**src/spd_pkg.sv**
```systemverilog
// Constants, types and shared functions of the serial port with DMA.
// Assumes a single 200 MHz clock domain and a plain register port.
package spd_pkg;
  localparam int AW = 12;
  localparam int CW = 16;
  localparam int NEV = 11;
  localparam int PIN_W = 5;
  localparam int FD = 8;
  localparam int FAW = 3;
  localparam int FPW = 4;
  localparam logic [FPW-1:0] FIFO_FULL = 4'h8;
  localparam logic [FPW-1:0] RTS_MARGIN = 4'h4;

  // Register offsets.
  localparam logic [AW-1:0] OFF_STARTRX = 12'h000;
  localparam logic [AW-1:0] OFF_RX_STOP = 12'h004;
  localparam logic [AW-1:0] OFF_STARTTX = 12'h008;
  localparam logic [AW-1:0] OFF_TX_STOP = 12'h00c;
  localparam logic [AW-1:0] OFF_RX_FLUSH = 12'h02c;
  localparam logic [AW-1:0] OFF_SHORTCUT = 12'h200;
  localparam logic [AW-1:0] OFF_INTERRUPT_ENABLE = 12'h300;
  localparam logic [AW-1:0] OFF_INTERRUPT_ENABLE_SET = 12'h304;
  localparam logic [AW-1:0] OFF_INTERRUPT_ENABLE_CLEAR = 12'h308;
  localparam logic [AW-1:0] OFF_ERR = 12'h480;
  localparam logic [AW-1:0] OFF_ENABLE = 12'h500;
  localparam logic [AW-1:0] OFF_BITRATE = 12'h524;
  localparam logic [AW-1:0] OFF_RXPTR = 12'h534;
  localparam logic [AW-1:0] OFF_RXSIZE = 12'h538;
  localparam logic [AW-1:0] OFF_RXAMT = 12'h53c;
  localparam logic [AW-1:0] OFF_TXPTR = 12'h544;
  localparam logic [AW-1:0] OFF_TXSIZE = 12'h548;
  localparam logic [AW-1:0] OFF_TXAMT = 12'h54c;
  localparam logic [AW-1:0] OFF_CONFIG = 12'h56c;

  // Pin selects, in the order rts, txd, cts, rxd.
  localparam int PS_RTS = 0;
  localparam int PS_TXD = 1;
  localparam int PS_CTS = 2;
  localparam int PS_RXD = 3;
  localparam logic [AW-1:0] PS_OFF [4] = '{12'h508, 12'h50c, 12'h510, 12'h514};
  localparam int PSEL_OFF = 31;
  localparam logic [31:0] PSEL_RST = 32'hffffffff;

  // Event indices and their offsets.
  localparam int EV_CTS = 0;
  localparam int EV_CTS_HIGH = 1;
  localparam int EV_RXDRDY = 2;
  localparam int EV_ENDRX = 3;
  localparam int EV_TXDRDY = 4;
  localparam int EV_ENDTX = 5;
  localparam int EV_ERROR = 6;
  localparam int EV_RX_TIMEOUT = 7;
  localparam int EV_RXSTART = 8;
  localparam int EV_TXSTART = 9;
  localparam int EV_TXSTOP = 10;
  localparam logic [AW-1:0] EV_OFF [NEV] = '{12'h100, 12'h104, 12'h108, 12'h110,
    12'h11c, 12'h120, 12'h124, 12'h144, 12'h14c, 12'h150, 12'h158};

  // Field positions and reset values.
  localparam int SH_ENDRX_STARTRX = 0;
  localparam int SH_ENDRX_RX_STOP = 1;
  localparam int ERR_OVR = 0;
  localparam int ERR_PAR = 1;
  localparam int ERR_FRM = 2;
  localparam int CFG_HWFC = 0;
  localparam int CFG_PAR = 1;
  localparam int CFG_STOP2 = 4;
  localparam logic [3:0] EN_ON = 4'h1;
  localparam logic [31:0] BITRATE_RST = 32'h000006c8;
  localparam logic [3:0] FR_BASE = 4'ha;

  typedef enum logic [3:0] {
    TX_IDLE = 4'b0001,
    TX_REQ = 4'b0010,
    TX_LOAD = 4'b0100,
    TX_SEND = 4'b1000
  } spd_tx_t;

  typedef enum logic [1:0] {
    RL_IDLE = 2'b01,
    RL_BITS = 2'b10
  } spd_rl_t;

  // One-hot decode of an event offset.
  function automatic logic [NEV-1:0] ev_dec(input logic [AW-1:0] a);
    logic [NEV-1:0] h;
    h = '0;
    for (int i = 0; i < NEV; i++) begin
      h[i] = (a == EV_OFF[i]);
    end
    return h;
  endfunction

  // Bits in a frame: start, eight data, parity, stops.
  function automatic logic [3:0] frame_len(input logic par, input logic stop2);
    return FR_BASE + {3'h0, par} + {3'h0, stop2};
  endfunction
endpackage

```
**src/spd_mem_if.sv**
```systemverilog
// Port bundle between the controller and its receive queue memory.
// Assumes both ends run on clk_sys.
`timescale 1ns/100ps
interface spd_mem_if;
  logic wr_en;
  logic [spd_pkg::FAW-1:0] wr_addr;
  logic [7:0] wr_data;
  logic [spd_pkg::FAW-1:0] rd_addr;
  logic [7:0] rd_data;
  modport owner (output wr_en, wr_addr, wr_data, rd_addr, input rd_data);
  modport mem (input wr_en, wr_addr, wr_data, rd_addr, output rd_data);
endinterface

```
**src/spd_fifo_mem.sv**
```systemverilog
// Byte store of the internal receive queue, read data registered.
// Assumes the owner keeps the queue pointers.
`timescale 1ns/100ps
module spd_fifo_mem (
  input logic clk_sys,
  input logic ce,
  spd_mem_if.mem port
);
  import spd_pkg::*;
  logic [7:0] ram_q [FD];
  logic [7:0] rd_q;

  // Storage needs no reset; the pointers decide what is valid.
  always_ff @(posedge clk_sys) begin
    if (ce) begin
      if (port.wr_en) begin
        ram_q[port.wr_addr] <= port.wr_data;
      end
      rd_q <= ram_q[port.rd_addr];
    end
  end
  assign port.rd_data = rd_q;
endmodule // spd_fifo_mem

```
**src/spd_uart.sv**
```systemverilog
// Serial port with DMA: registers, pin routing, transmitter and receiver.
// Assumes a byte-wide memory port that answers reads one cycle later.
`timescale 1ns/100ps
module spd_uart (
  input logic clk_sys,
  input logic sys_rst,
  input logic ce,
  input logic system_off,
  input logic [spd_pkg::AW-1:0] bus_addr,
  input logic [31:0] bus_wdata,
  input logic bus_wr,
  input logic bus_rd,
  output logic [31:0] bus_rdata,
  input logic [31:0] pin_in,
  output logic [31:0] pin_out,
  output logic [31:0] pin_oe,
  output logic dma_rd_en,
  output logic [31:0] dma_rd_addr,
  input logic [7:0] dma_rd_data,
  output logic dma_wr_en,
  output logic [31:0] dma_wr_addr,
  output logic [7:0] dma_wr_data
);
  import spd_pkg::*;

  logic [NEV-1:0] ev_q, ev_set;
  logic [2:0] err_q, err_set;
  logic [31:0] shortcut_q, interrupt_enable_q, enable_q, bit_rate_q, cfg_q, rdata_q;
  logic [31:0] psel_q [4];
  logic [31:0] rx_ptr_q, tx_ptr_q, rx_base_q, tx_base_q, rd_addr_q, wr_addr_q;
  logic [CW-1:0] rx_max_q, tx_max_q, rx_lim_q, tx_lim_q, rx_amt_q, tx_amt_q;
  logic [31:0] pout_q, poe_q, pout_d, poe_d, rd_val;
  spd_tx_t tx_st_q;
  spd_rl_t rl_st_q;
  logic tx_act_q, tx_stop_q, cts_prev_q;
  logic [11:0] tx_fr_q, rx_sh_q;
  logic [3:0] tx_bits_q, rx_cnt_q;
  logic [15:0] tx_bc_q, rx_bc_q;
  logic rx_on_q, rx_stop_q, flush_q, rx_endsent_q, rx_fin_q, drn_q;
  logic [FPW-1:0] wp_q, rp_q;
  logic wr_en_q;
  logic [7:0] wr_data_q;
  spd_mem_if mem_bus ();

  spd_fifo_mem u_mem (
    .clk_sys(clk_sys),
    .ce(ce),
    .port(mem_bus.mem)
  );

  // Bus decode; tasks only act while the port is enabled.
  wire port_on = (enable_q[3:0] == EN_ON);
  wire wr_task = bus_wr && bus_wdata[0] && port_on;
  wire [NEV-1:0] ev_hit = ev_dec(bus_addr);
  wire sc_endrx = port_on && ev_set[EV_ENDRX];
  wire go_startrx = (wr_task && bus_addr == OFF_STARTRX) || (sc_endrx && shortcut_q[SH_ENDRX_STARTRX]);
  wire go_rx_stop = (wr_task && bus_addr == OFF_RX_STOP) || (sc_endrx && shortcut_q[SH_ENDRX_RX_STOP]);
  wire go_starttx = wr_task && bus_addr == OFF_STARTTX;
  wire go_tx_stop = wr_task && bus_addr == OFF_TX_STOP;
  wire go_flush = wr_task && bus_addr == OFF_RX_FLUSH;
  wire par_on = cfg_q[CFG_PAR];
  wire hwfc = cfg_q[CFG_HWFC];
  wire [15:0] bit_per = (bit_rate_q[15:0] == 16'h0) ? 16'h1 : bit_rate_q[15:0];

  // Selected pin level; a disconnected select reads as idle high.
  function automatic logic pin_sel(input logic [31:0] pins, input logic [31:0] ps);
    return ps[PSEL_OFF] ? 1'b1 : pins[ps[PIN_W-1:0]];
  endfunction

  // Input routing, only live while enabled.
  wire cts_con = port_on && !psel_q[PS_CTS][PSEL_OFF];
  wire cts_now = port_on ? pin_sel(pin_in, psel_q[PS_CTS]) : 1'b1;
  wire rx_pin = port_on ? pin_sel(pin_in, psel_q[PS_RXD]) : 1'b1;
  wire cts_ok = !hwfc || !cts_now;

  // Queue state and the request-to-send level.
  wire [FPW-1:0] fcount = wp_q - rp_q;
  wire fempty = (fcount == '0);
  wire ffull = (fcount == FIFO_FULL);
  wire rts_act = rx_on_q && !rx_stop_q && (fcount < FIFO_FULL - RTS_MARGIN);
  wire rts_line = hwfc ? !rts_act : 1'b1;
  wire tx_line = (tx_st_q == TX_SEND) ? tx_fr_q[0] : 1'b1;

  // Transmit sequencing terms.
  wire tx_tick = (tx_st_q == TX_SEND) && (tx_bc_q == 16'h0);
  wire tx_byte_done = tx_tick && (tx_bits_q == 4'h1);
  wire tx_fin = (tx_st_q == TX_IDLE) && tx_act_q && (tx_amt_q == tx_lim_q || tx_stop_q);
  wire tx_go = (tx_st_q == TX_IDLE) && tx_act_q && !tx_stop_q && tx_amt_q != tx_lim_q && cts_ok;
  wire [7:0] tx_byte = dma_rd_data;
  wire tx_par = par_on ? ^tx_byte : 1'b1;

  // Receive decode of a finished frame.
  wire [3:0] rx_len = frame_len(par_on, 1'b0);
  wire [7:0] rx_byte = rx_sh_q[8:1];
  wire rx_start_ok = rx_fin_q && !rx_sh_q[0];
  wire rx_stop_ok = rx_sh_q[rx_len - 4'h1];
  wire rx_good = rx_start_ok && rx_stop_ok;
  wire rx_push = rx_good && !ffull;
  wire rx_full = (rx_amt_q == rx_lim_q);
  wire can_drain = (rx_on_q || flush_q) && !fempty && !rx_full && !drn_q;
  wire rx_quiet = rx_stop_q && (rl_st_q == RL_IDLE) && !drn_q && !rx_fin_q && (fempty || rx_full);
  wire flush_done = flush_q && !drn_q && (fempty || rx_full);
  wire rx_endrx = !rx_endsent_q && ((rx_on_q && (rx_full || rx_quiet)) || flush_done);

  // Error causes; a framing error drops the byte, parity keeps it.
  assign err_set[ERR_OVR] = rx_good && ffull;
  assign err_set[ERR_PAR] = rx_good && par_on && (rx_sh_q[9] != ^rx_byte);
  assign err_set[ERR_FRM] = rx_start_ok && !rx_stop_ok;

  // Event sources.
  assign ev_set[EV_CTS] = cts_con && !cts_now && cts_prev_q;
  assign ev_set[EV_CTS_HIGH] = cts_con && cts_now && !cts_prev_q;
  assign ev_set[EV_RXDRDY] = rx_good;
  assign ev_set[EV_ENDRX] = rx_endrx;
  assign ev_set[EV_TXDRDY] = tx_byte_done;
  assign ev_set[EV_ENDTX] = tx_fin;
  assign ev_set[EV_ERROR] = |err_set;
  assign ev_set[EV_RX_TIMEOUT] = rx_quiet && rx_endsent_q;
  assign ev_set[EV_RXSTART] = go_startrx && !rx_stop_q;
  assign ev_set[EV_TXSTART] = go_starttx && !tx_act_q;
  assign ev_set[EV_TXSTOP] = (tx_st_q == TX_IDLE) && tx_stop_q;

  // Queue memory connections.
  assign mem_bus.wr_en = rx_push;
  assign mem_bus.wr_addr = wp_q[FAW-1:0];
  assign mem_bus.wr_data = rx_byte;
  assign mem_bus.rd_addr = rp_q[FAW-1:0];

  // Read selection; tasks and unmapped offsets read zero.
  always_comb begin
    rd_val = '0;
    for (int i = 0; i < NEV; i++) begin
      if (ev_hit[i]) begin
        rd_val = {31'h0, ev_q[i]};
      end
    end
    for (int i = 0; i < 4; i++) begin
      if (bus_addr == PS_OFF[i]) begin
        rd_val = psel_q[i];
      end
    end
    case (bus_addr)
      OFF_SHORTCUT: rd_val = shortcut_q;
      OFF_INTERRUPT_ENABLE, OFF_INTERRUPT_ENABLE_SET, OFF_INTERRUPT_ENABLE_CLEAR: rd_val = interrupt_enable_q;
      OFF_ERR: rd_val = {29'h0, err_q};
      OFF_ENABLE: rd_val = enable_q;
      OFF_BITRATE: rd_val = bit_rate_q;
      OFF_RXPTR: rd_val = rx_ptr_q;
      OFF_RXSIZE: rd_val = {16'h0, rx_max_q};
      OFF_RXAMT: rd_val = {16'h0, rx_amt_q};
      OFF_TXPTR: rd_val = tx_ptr_q;
      OFF_TXSIZE: rd_val = {16'h0, tx_max_q};
      OFF_TXAMT: rd_val = {16'h0, tx_amt_q};
      OFF_CONFIG: rd_val = cfg_q;
      default: ;
    endcase
  end

  // Output pin routing; nothing is driven while the port is disabled.
  always_comb begin
    pout_d = '1;
    poe_d = '0;
    if (port_on && !psel_q[PS_TXD][PSEL_OFF]) begin
      poe_d[psel_q[PS_TXD][PIN_W-1:0]] = 1'b1;
      pout_d[psel_q[PS_TXD][PIN_W-1:0]] = tx_line;
    end
    if (port_on && !psel_q[PS_RTS][PSEL_OFF]) begin
      poe_d[psel_q[PS_RTS][PIN_W-1:0]] = 1'b1;
      pout_d[psel_q[PS_RTS][PIN_W-1:0]] = rts_line;
    end
  end

  // Register file. Hardware sets win over software clears.
  always_ff @(posedge clk_sys) begin
    if (sys_rst) begin
      ev_q <= '0;
      err_q <= '0;
      shortcut_q <= '0;
      interrupt_enable_q <= '0;
      enable_q <= '0;
      bit_rate_q <= BITRATE_RST;
      cfg_q <= '0;
      rx_ptr_q <= '0;
      tx_ptr_q <= '0;
      rx_max_q <= '0;
      tx_max_q <= '0;
      rdata_q <= '0;
      psel_q <= '{default: PSEL_RST};
    end else if (ce) begin
      ev_q <= (ev_q & ~((bus_wr && !bus_wdata[0]) ? ev_hit : '0)) | ev_set;
      err_q <= (err_q & ~((bus_wr && bus_addr == OFF_ERR) ? bus_wdata[2:0] : 3'h0)) | err_set;
      rdata_q <= bus_rd ? rd_val : '0;
      if (bus_wr) begin
        case (bus_addr)
          OFF_SHORTCUT: shortcut_q <= bus_wdata;
          OFF_INTERRUPT_ENABLE: interrupt_enable_q <= bus_wdata;
          OFF_INTERRUPT_ENABLE_SET: interrupt_enable_q <= interrupt_enable_q | bus_wdata;
          OFF_INTERRUPT_ENABLE_CLEAR: interrupt_enable_q <= interrupt_enable_q & ~bus_wdata;
          OFF_ENABLE: enable_q <= bus_wdata;
          OFF_BITRATE: bit_rate_q <= bus_wdata;
          OFF_RXPTR: rx_ptr_q <= bus_wdata;
          OFF_RXSIZE: rx_max_q <= bus_wdata[CW-1:0];
          OFF_TXPTR: tx_ptr_q <= bus_wdata;
          OFF_TXSIZE: tx_max_q <= bus_wdata[CW-1:0];
          OFF_CONFIG: cfg_q <= bus_wdata;
          default: ;
        endcase
      end
      // Selects are ignored while enabled and wiped when the system goes off.
      for (int i = 0; i < 4; i++) begin
        if (system_off) begin
          psel_q[i] <= PSEL_RST;
        end else if (bus_wr && !port_on && bus_addr == PS_OFF[i]) begin
          psel_q[i] <= bus_wdata;
        end
      end
    end
  end

  // Registered pins and line-side sampling.
  always_ff @(posedge clk_sys) begin
    if (sys_rst) begin
      pout_q <= '1;
      poe_q <= '0;
      cts_prev_q <= 1'b1;
    end else if (ce) begin
      pout_q <= pout_d;
      poe_q <= poe_d;
      cts_prev_q <= cts_now;
    end
  end

  // Transmitter: fetch a byte, build the frame, shift it out LSB first.
  always_ff @(posedge clk_sys) begin
    if (sys_rst) begin
      tx_st_q <= TX_IDLE;
      tx_act_q <= 1'b0;
      tx_stop_q <= 1'b0;
      tx_base_q <= '0;
      tx_lim_q <= '0;
      tx_amt_q <= '0;
      tx_fr_q <= '1;
      tx_bits_q <= '0;
      tx_bc_q <= '0;
      rd_addr_q <= '0;
    end else if (ce) begin
      if (go_starttx && !tx_act_q) begin
        tx_act_q <= 1'b1;
        tx_base_q <= tx_ptr_q;
        tx_lim_q <= tx_max_q;
        tx_amt_q <= '0;
      end else if (tx_fin) begin
        tx_act_q <= 1'b0;
      end
      if (go_tx_stop) begin
        tx_stop_q <= 1'b1;
      end else if (tx_st_q == TX_IDLE) begin
        tx_stop_q <= 1'b0;
      end
      unique case (tx_st_q)
        TX_IDLE: begin
          if (tx_go) begin
            tx_st_q <= TX_REQ;
            rd_addr_q <= tx_base_q + {16'h0, tx_amt_q};
          end
        end
        TX_REQ: tx_st_q <= TX_LOAD;
        TX_LOAD: begin
          tx_st_q <= TX_SEND;
          tx_fr_q <= {2'b11, tx_par, tx_byte, 1'b0};
          tx_bits_q <= frame_len(par_on, cfg_q[CFG_STOP2]);
          tx_bc_q <= bit_per - 16'h1;
        end
        TX_SEND: begin
          if (tx_tick) begin
            tx_fr_q <= {1'b1, tx_fr_q[11:1]};
            tx_bits_q <= tx_bits_q - 4'h1;
            tx_bc_q <= bit_per - 16'h1;
            if (tx_byte_done) begin
              tx_st_q <= TX_IDLE;
              tx_amt_q <= tx_amt_q + 16'h1;
            end
          end else begin
            tx_bc_q <= tx_bc_q - 16'h1;
          end
        end
      endcase
    end
  end

  // Receive line: sample each bit in its middle.
  always_ff @(posedge clk_sys) begin
    if (sys_rst) begin
      rl_st_q <= RL_IDLE;
      rx_sh_q <= '0;
      rx_cnt_q <= '0;
      rx_bc_q <= '0;
      rx_fin_q <= 1'b0;
    end else if (ce) begin
      rx_fin_q <= 1'b0;
      unique case (rl_st_q)
        RL_IDLE: begin
          if (rx_on_q && !rx_pin) begin
            rl_st_q <= RL_BITS;
            rx_bc_q <= {1'b0, bit_per[15:1]};
            rx_cnt_q <= '0;
          end
        end
        RL_BITS: begin
          if (rx_bc_q == 16'h0) begin
            rx_sh_q[rx_cnt_q] <= rx_pin;
            rx_cnt_q <= rx_cnt_q + 4'h1;
            rx_bc_q <= bit_per - 16'h1;
            if (rx_cnt_q == rx_len - 4'h1) begin
              rl_st_q <= RL_IDLE;
              rx_fin_q <= 1'b1;
            end
          end else begin
            rx_bc_q <= rx_bc_q - 16'h1;
          end
        end
      endcase
    end
  end

  // Receive queue and buffer drain, stop and flush sequencing.
  always_ff @(posedge clk_sys) begin
    if (sys_rst) begin
      rx_on_q <= 1'b0;
      rx_stop_q <= 1'b0;
      flush_q <= 1'b0;
      rx_endsent_q <= 1'b0;
      rx_base_q <= '0;
      rx_lim_q <= '0;
      rx_amt_q <= '0;
      wp_q <= '0;
      rp_q <= '0;
      drn_q <= 1'b0;
      wr_en_q <= 1'b0;
      wr_addr_q <= '0;
      wr_data_q <= '0;
    end else if (ce) begin
      wr_en_q <= 1'b0;
      if (rx_push) begin
        wp_q <= wp_q + 4'h1;
      end
      if (can_drain) begin
        rp_q <= rp_q + 4'h1;
      end
      drn_q <= can_drain;
      if (drn_q) begin
        wr_en_q <= 1'b1;
        wr_addr_q <= rx_base_q + {16'h0, rx_amt_q};
        wr_data_q <= mem_bus.rd_data;
        rx_amt_q <= rx_amt_q + 16'h1;
      end
      if (rx_endrx) begin
        rx_endsent_q <= 1'b1;
        flush_q <= 1'b0;
      end
      if (ev_set[EV_RX_TIMEOUT]) begin
        rx_on_q <= 1'b0;
        rx_stop_q <= 1'b0;
      end else if (go_rx_stop && rx_on_q) begin
        rx_stop_q <= 1'b1;
      end
      // A start restarts the buffer; it is held off while a stop is pending.
      if (go_startrx && !rx_stop_q) begin
        rx_on_q <= 1'b1;
        rx_endsent_q <= 1'b0;
        rx_base_q <= rx_ptr_q;
        rx_lim_q <= rx_max_q;
        rx_amt_q <= '0;
      end else if (go_flush && !rx_on_q && !flush_q) begin
        flush_q <= 1'b1;
        rx_endsent_q <= 1'b0;
        rx_base_q <= rx_ptr_q;
        rx_lim_q <= rx_max_q;
        rx_amt_q <= '0;
      end
    end
  end

  assign bus_rdata = rdata_q;
  assign pin_out = pout_q;
  assign pin_oe = poe_q;
  assign dma_rd_en = (tx_st_q == TX_REQ);
  assign dma_rd_addr = rd_addr_q;
  assign dma_wr_en = wr_en_q;
  assign dma_wr_addr = wr_addr_q;
  assign dma_wr_data = wr_data_q;

  // Checks of the documented behaviour.
  AST_TX_PARITY: assert property (
    @(posedge clk_sys) disable iff (sys_rst)
    ce && tx_st_q == TX_LOAD && par_on |=> tx_fr_q[9] == ^tx_fr_q[8:1])
    else $error("Transmit parity bit is not even.");
  AST_TX_STOP_LEN: assert property (
    @(posedge clk_sys) disable iff (sys_rst)
    ce && tx_st_q == TX_LOAD |=> tx_bits_q == frame_len($past(par_on), $past(cfg_q[CFG_STOP2])))
    else $error("Frame length ignores stop bit setting.");
  AST_PINS_OFF: assert property (
    @(posedge clk_sys) disable iff (sys_rst)
    ce && !port_on |=> pin_oe == '0)
    else $error("Pin driven while port disabled.");
  AST_ERR_W1C: assert property (
    @(posedge clk_sys) disable iff (sys_rst)
    ce && bus_wr && bus_addr == OFF_ERR && bus_wdata[ERR_FRM] && !err_set[ERR_FRM] |=> !err_q[ERR_FRM])
    else $error("Error cause bit not cleared by write of one.");
  AST_SHORT_START: assert property (
    @(posedge clk_sys) disable iff (sys_rst)
    ce && port_on && shortcut_q[SH_ENDRX_STARTRX] && ev_set[EV_ENDRX] && !rx_stop_q |=> rx_on_q && rx_amt_q == '0)
    else $error("Shortcut did not fire the start task.");
  AST_RX_LIMIT: assert property (
    @(posedge clk_sys) disable iff (sys_rst)
    rx_amt_q <= rx_lim_q)
    else $error("Receive count passed the buffer size.");
  AST_TX_LIMIT: assert property (
    @(posedge clk_sys) disable iff (sys_rst)
    tx_act_q |-> tx_amt_q <= tx_lim_q)
    else $error("Transmit count passed the buffer size.");
  AST_CTS_HIGH_EVENT: assert property (
    @(posedge clk_sys) disable iff (sys_rst)
    ce && cts_con && cts_now && !cts_prev_q |=> ev_q[EV_CTS_HIGH])
    else $error("Clear-to-send release did not set its event.");
  AST_TASK_READS_ZERO: assert property (
    @(posedge clk_sys) disable iff (sys_rst)
    ce && bus_rd && bus_addr == OFF_TX_STOP |=> bus_rdata == '0)
    else $error("Task register read nonzero.");
  AST_EVENT_STICKY: assert property (
    @(posedge clk_sys) disable iff (sys_rst)
    ce && ev_q[EV_RXDRDY] && !(bus_wr && ev_hit[EV_RXDRDY] && !bus_wdata[0]) |=> ev_q[EV_RXDRDY])
    else $error("Event dropped without a software clear.");
endmodule // spd_uart

```
**config.mk**
```make
export PLATFORM = sky130hd
export DESIGN_NAME = spd_uart
export DESIGN_NICKNAME = d
export VERILOG_FILES = /design/src/spd_pkg.sv /design/src/spd_mem_if.sv /design/src/spd_fifo_mem.sv /design/src/spd_uart.sv
export SDC_FILE = /design/constraint.sdc
export NUM_CORES = 2
export LEC_CHECK = 0
export BUFFER_PORTS_ARGS = -buffer_cell sky130_fd_sc_hd__buf_2
export CAP_MARGIN = 40
export CORE_UTILIZATION = 35
export CTS_CLUSTER_SIZE = 30
export DETAILED_ROUTE_END_ITERATION = 6
export GPL_TIMING_DRIVEN = 0
export HOLD_SLACK_MARGIN = 0.15
export PLACE_DENSITY = 0.49
export SLEW_MARGIN = 10
export SYNTH_ARGS = -nofsm -noshare
export SYNTH_HDL_FRONTEND = slang
export SYNTH_SLANG_ARGS = --single-unit
```
**constraint.sdc**
```tcl
create_clock -name clk_sys -period 4.42 [get_ports clk_sys]
set_input_delay 0.663 -clock clk_sys [delete_from_list [all_inputs] [get_ports clk_sys]]
set_output_delay 0.663 -clock clk_sys [all_outputs]
set_load 0.01 [all_outputs]
```
# Word-level counts from Yosys, hierarchy flattened
# Memory sizes are Yosys's and may differ from the RTL's. A register that Yosys moved wholly into a read port is not among the register bits.
# Cells that the tools add are included.
# word_totals
memories	1
inputBits	90
ff_bits	782
output_inout_bits	170
elab_cells	391
mem_bits_rw	64
# classes
muxes	106
n_eq_ne	53
bitwise	12
addsub	15
reduce_logical	147
order_cmp	10
# mem_list
name	depth	word_bits	rd	rd_clocked_by_memory_dff	write_ports	line_no	text
u_mem.ram_q	8	8	1	1	1	spd_fifo_mem.sv:10	logic [7:0] ram_q [FD];
# op_table
cell	n
32-bit two-way mux	29
32-bit case mux with 12 select lines	1
16-bit two-way mux	13
12-bit by 11-bit equality test with 1-bit output (second input constant)	14
12-bit by 9-bit equality test with 1-bit output (second input constant)	11
32-bit OR	3
32-bit case mux with 3 select lines	1
32-bit by 16-bit adder with 32-bit output	2
32-bit NOT	2
16-bit case mux with 2 select lines	2
1-bit logical AND	62
12-bit by 10-bit equality test with 1-bit output (second input constant)	4
16-bit logical NOT	3
16-bit by 1-bit subtractor with 16-bit output (second input constant)	3
3-bit AND reduction	13
1-bit two-way mux	35
2-bit AND reduction	17
16-bit by 1-bit adder with 16-bit output (second input constant)	2
32-bit bitwise AND	1
32-bit bitwise mux	1
16-bit equality test	2
12-bit by 4-bit equality test with 1-bit output (second input constant)	2
5-bit by 6-bit less-than comparator with 1-bit output (second input constant)	4
4-bit two-way mux	6
50 further kinds	110

# Logic depth before layout (Yosys ltp)
# depth
word_depth	18
mapped_depth	14

# Hierarchy
# Synthesis repeated with hierarchy kept, for this count alone.
# hier_totals
hier_cells	4524
hier_area_um2	38569.5
# modules_own_cells
mod	cells_per_inst	area_per_inst_um2	instances	seq_area_each_um2
spd_uart	4410	35795.6	1	15595.0
spd_fifo_mem	114	2773.9	1	2162.1

# Least setup slack after synthesis
# Ideal clock, no wire load.
# synth_timing
path_kind	reg2reg
from	register rp_q[1]
to	memory u_mem.ram_q[4][0] (enable)
required_time_ps	4035
period_less_slack_ps	3552
stages_incl_launch_ff	12
n_path_buf	2
slack_ps	868
arrival_ps	3167
path_cell_list	dfxtp_1 clkbuf_1 clkbuf_1 inv_1 ha_1 nor2b_1 o21a_1 o21ai_0 nand2_1 a21oi_1 nand2_1 nor3b_1
# synth_via
elab_chain_len	7
# synth_rtl
item	line_no	text
start, declared	spd_uart.sv:40	logic [FPW-1:0] wp_q, rp_q;
start signal, assigned	spd_uart.sv:348	rp_q <= rp_q + 4'h1;
4-bit subtractor	spd_uart.sv:77	wire [FPW-1:0] fcount = wp_q - rp_q;
4-bit equality test	spd_uart.sv:79	wire ffull = (fcount == FIFO_FULL);
1-bit logical NOT	spd_uart.sv:98	wire rx_push = rx_good && !ffull;
1-bit logical AND	spd_uart.sv:98	
1-bit two-way mux	spd_fifo_mem.sv:16	if (port.wr_en) begin
1-bit two-way mux	spd_fifo_mem.sv:15	if (ce) begin
1-bit two-way mux (implied by the code)	spd_fifo_mem.sv:17	ram_q[port.wr_addr] <= port.wr_data;
end, declared	spd_fifo_mem.sv:10	
# No other way between the ends.

# Worst setup path in the final report
# layout_timing
from	register rp_q[1]
to	register rx_amt_q[1]
# layout_via
elab_chain_len	14
elab_cells_between_ends	16
classes_between	add/sub: 1; mux: 1; reduce/logical: 14
# layout_rtl
item	line_no	text
4-bit subtractor (*)	spd_uart.sv:77	
4-bit logical NOT (*)	spd_uart.sv:78	wire fempty = (fcount == '0);
1-bit logical OR (*)	spd_uart.sv:101, spd_uart.sv:102	
1-bit logical AND	spd_uart.sv:101	wire rx_quiet = rx_stop_q && (rl_st_q == RL_IDLE) && !drn_q && !rx_fin_q && (fempty || rx_full);
1-bit logical OR	spd_uart.sv:103	wire rx_endrx = !rx_endsent_q && ((rx_on_q && (rx_full || rx_quiet)) || flush_done);
1-bit logical AND	spd_uart.sv:103	
1-bit logical OR (*)	spd_uart.sv:103	
1-bit logical AND (*)	spd_uart.sv:103	
1-bit logical AND (*)	spd_uart.sv:55	wire sc_endrx = port_on && ev_set[EV_ENDRX];
1-bit logical AND (*)	spd_uart.sv:56	wire go_startrx = (wr_task && bus_addr == OFF_STARTRX) || (sc_endrx && shortcut_q[SH_ENDRX_STARTRX]);
1-bit logical OR (*)	spd_uart.sv:56	
1-bit logical AND (*)	spd_uart.sv:368	if (go_startrx && !rx_stop_q) begin
3-bit nonzero test (no source line)	-	
2-bit AND reduction (no source line)	-	
end signal, assigned	spd_uart.sv:355	rx_amt_q <= rx_amt_q + 16'h1;
end, declared	spd_uart.sv:31	logic [CW-1:0] rx_max_q, tx_max_q, rx_lim_q, tx_lim_q, rx_amt_q, tx_amt_q;
# Every way passes the cells marked *; elsewhere a longest branch is shown, timed or not.
# A chain may end at the register's enable or synchronous reset.

==> summary.txt <==
Status
  • Status: completed

Job
  • Number of max-cap violations: 0

CTS
  • TritonCTS clock tree: built
  • Clock root buffer: clkbuf_16
  • Hold_buf cts: 0
  • Max Root-Sink Buffers: 3
  • Clk Latency, worst-skew pair: 0.71 ns
  • Htree depth: 3
  • TritonCTS Buffers: 99
  • Clk sinks: 851
  • CTS clk-pin slew, worst paths: 0.06 ns

Global route
  • Remaining Overflow, GRT: 0
  • Tot GR Track Use: 0.3195
  • Pin count of the biggest net entering global routing: 14
  • Antenna violations before repair: 18
  • Vias in the first global route: 35340
  • First-pass GRT wire length: around 260 mm

Floorplanning
  • Die Area: around 0.11 mm²
  • Initial Util: 0.3539
  • Rows: roughly 120
  • Core Box Area: 0.1090 mm²
  • Die Ht: 334.0 µm
  • Die width: 334.0 µm
  • Io pins: 260

Synth
  • Synthesized area per cell: 8.293 µm²
  • Yosys warning count: 0
  • Synth unique cells: 102
  • Seq/Total Area, Yosys: 0.4604
  • Post-synth EDFFs: just over 70
  • Ys flop type: dfxtp_1
  • Asr flop ratio synth: 0
  • Synthesized area: 0.03857 mm²
  • Syn Inst Count: 4651
  • Syn nets: roughly 4800
  • FF+latch count, synth: ~850

Layout
  • Post-layout util: 0.4216
  • Final nets: 5210
  • Leading registers by flop count: psel_q (128), u_mem.ram_q (64)
  • Max reg flops: 128
  • Area Growth Syn to Fin: 19.13%
  • Commonest non-fill, non-tap cell in the layout: nand2_1
  • Layout cell share with drive strength beyond 1: 0.1230
  • Most flops, register: psel_q
  • Most frequent cells in the layout: 1115 x nand2_1, 779 x dfxtp_1, 533 x a21oi_1

Power and ir drop
  • P_sw: 4449 µW
  • Comb power frac: 0.061
  • Total chip power: 17840 µW
  • Switching Fraction: 0.2494
  • Lkg Pwr: 0.01654 µW
  • Sequential Power Share: 0.446
  • P per Cell Area: 388.1 mW/mm²
  • Internal power: 13390 µW
  • Max IR drop VDD: 0.2725 mV
  • Clock Power Share: 0.493

Timing
  • Worst Slack Setup Final: between 0.2 and 0.25 ns
  • Max Clock Freq: 239.6 MHz
  • Fin Setup TNS: 0 ns
  • Slew @ Worst Pin: 1.012 ns
  • RSZ-0062 raised after global routing: no
  • Hold Fails Final Rpt: 0
  • Max Slew Vio Count: 0
  • Final setup viols: 0
  • Slew headroom: 0.3256
  • Minimum clock period: 4.173 ns
  • Final hold slack: 0.2994 ns
  • Layout Skew: 0.03103 ns
  • Final critical-path share of the clock period: 0.9442

Detailed routing
  • Post-route ant nets: 0
  • Top Metal Used: met5
  • Via-per-instance ratio: 5.819
  • # DRC: 0
  • Met2 wire len: between 70 and 80 mm
  • First drt pass iteration count: 7
  • Vias: roughly 38000
  • Met1 Routed Length: 78.23 mm
  • Post-Route WL: around 180 mm
  • Initial drt markers: 4600
  • Routed len/inst: 27.97 µm
  • Routed length on met3: 17.62 mm

Critical path
  • Crit-path max FO: 10
  • Worst Path Arrival: 4.72 ns
  • Data required time of the worst path: ~5.0 ns
  • Setup crit start kind: flop
  • CP Capture Type: flop
  • CP Class: flop to flop

Placed design
  • Hpwl dp: 140.6 mm
  • Port buffer count: between 200 and 250
  • Gpl congestion: 1.038
  • Setup slack after placement: -0.9805 ns

Min path
  • Worst min path class: input port to flop
routing by layer:
metal | track usage | vias up
met1 | 0.4356 | 18560
met2 | 0.4717 | 1960
met5 | 0 | -
li1 | - | 17320
met4 | 0.1640 | 12
met3 | 0.07010 | 377
power groups by stage:
stage	clock (µW)	sequential, µW	combinational, µW
after floorplan	0	8100	555
after global placement	0	8120	1020
after detailed placement	0	8120	1050
after CTS	8890	7950	1060
after global routing	9220	7960	1140
final	8790	7950	1090
synthesized netlist by cell type (7+ instances only):
cell type	instances	area share
inv_1	37	0.0036
nor2_1	371	0.036
xor2_1	61	0.014
buf_1	9	0.00088
a22oi_1	100	0.019
a41oi_1	17	0.0039
clkbuf_1	304	0.030
nand4_1	37	0.0060
nand3_1	100	0.013
a211o_1	10	0.0023
a311oi_1	7	0.0016
mux2i_1	48	0.012
a31oi_1	18	0.0029
nand2b_1	16	0.0026
and2_1	9	0.0015
ha_1	49	0.016
o21a_1	16	0.0031
o211ai_1	140	0.027
a211oi_1	45	0.0088
o21ai_0	138	0.018
a222oi_1	32	0.0083
nor2b_1	17	0.0028
nand3b_1	8	0.0016
o31ai_1	11	0.0021
a21oi_1	535	0.069
nand2_1	1116	0.11
edfxtp_1	72	0.056
dfxtp_1	779	0.40
nor3b_1	14	0.0027
buf_2	39	0.0051
nor4_1	23	0.0037
and3_1	27	0.0044
o21ai_1	11	0.0014
a22o_1	47	0.011
a21o_1	11	0.0021
a221oi_1	63	0.014
or3_1	14	0.0023
mux4_2	31	0.018
xnor2_1	78	0.018
nor3_1	61	0.0079
cells by family (layout without fill, tap and decap cells):
family | count (synthesis) | after routing | share of synthesized area
buffers and inverters | 400 | 897 | 0.04181
other | 0 | 6 | 0
XOR/XNOR | 139 | 139 | 0.03156
flip-flops | 851 | 851 | 0.4604
AND/OR/NAND/NOR | 1870 | 1870 | 0.2084
AO/OA/AOI/OAI | 1259 | 1259 | 0.2098
adder cells (fa/ha/maj) | 51 | 51 | 0.01693
multiplexers | 81 | 81 | 0.03114
final cells by class:
cell class | instances | area (µm²)
well taps | 1414 | 1769
plain buffers | 361 | 1471
clock buffers | 144 | 2959
clock inverters | 36 | 486.7
repair buffers | 317 | 2032
multi-input cells | 3400 | 19310
inverters | 39 | 146.4
flip-flops and latches | 851 | 17760
fillers | 11220 | 63050
diodes | 6 | 15.01
path summary, 6_finish.rpt:
path,start,endpoint,cells past startpoint,slack [ns]
max reg2reg,rp_q[1],rx_amt_q[1],15,0.25
max,rp_q[1],rx_amt_q[1],15,0.25
min,dma_rd_data[6],tx_fr_q[7],3,0.30
min reg2reg,dma_wr_addr[6],dma_wr_addr[6],2,0.45
timing repair:
item                       4_1_cts  5_1_grt
buffers inserted                 2        0
cloned                           0        0
setup endpoints to repair      134       21
resized for setup               12        1
pin swaps                        1        0
through the flow:
step / area (µm²) / instances
2_1_floorplan: 38570 / 4651
3_3_place_gp: 41530 / 6303
3_5_place_dp: 42410 / 6379
4_1_cts: 45930 / 6561
5_1_grt: 45950 / 6567
6_report: 45950 / 6568
critical path: stages, from the launching register on:
cell and delay (ns):
dfxtp_1 0.33, clkbuf_2 0.29, clkbuf_2 0.33, inv_1 0.08, ha_1 0.30, nor2b_1 0.15
o21a_1 0.19, or3_1 0.42, a41oi_1 0.41, nor4b_4 0.08, buf_4 0.19, a21oi_2 0.37
clkbuf_1 0.50, a211oi_1 0.15, a31oi_1 0.17, nor2_1 0.05
Power figures use the tool's default switching activity.
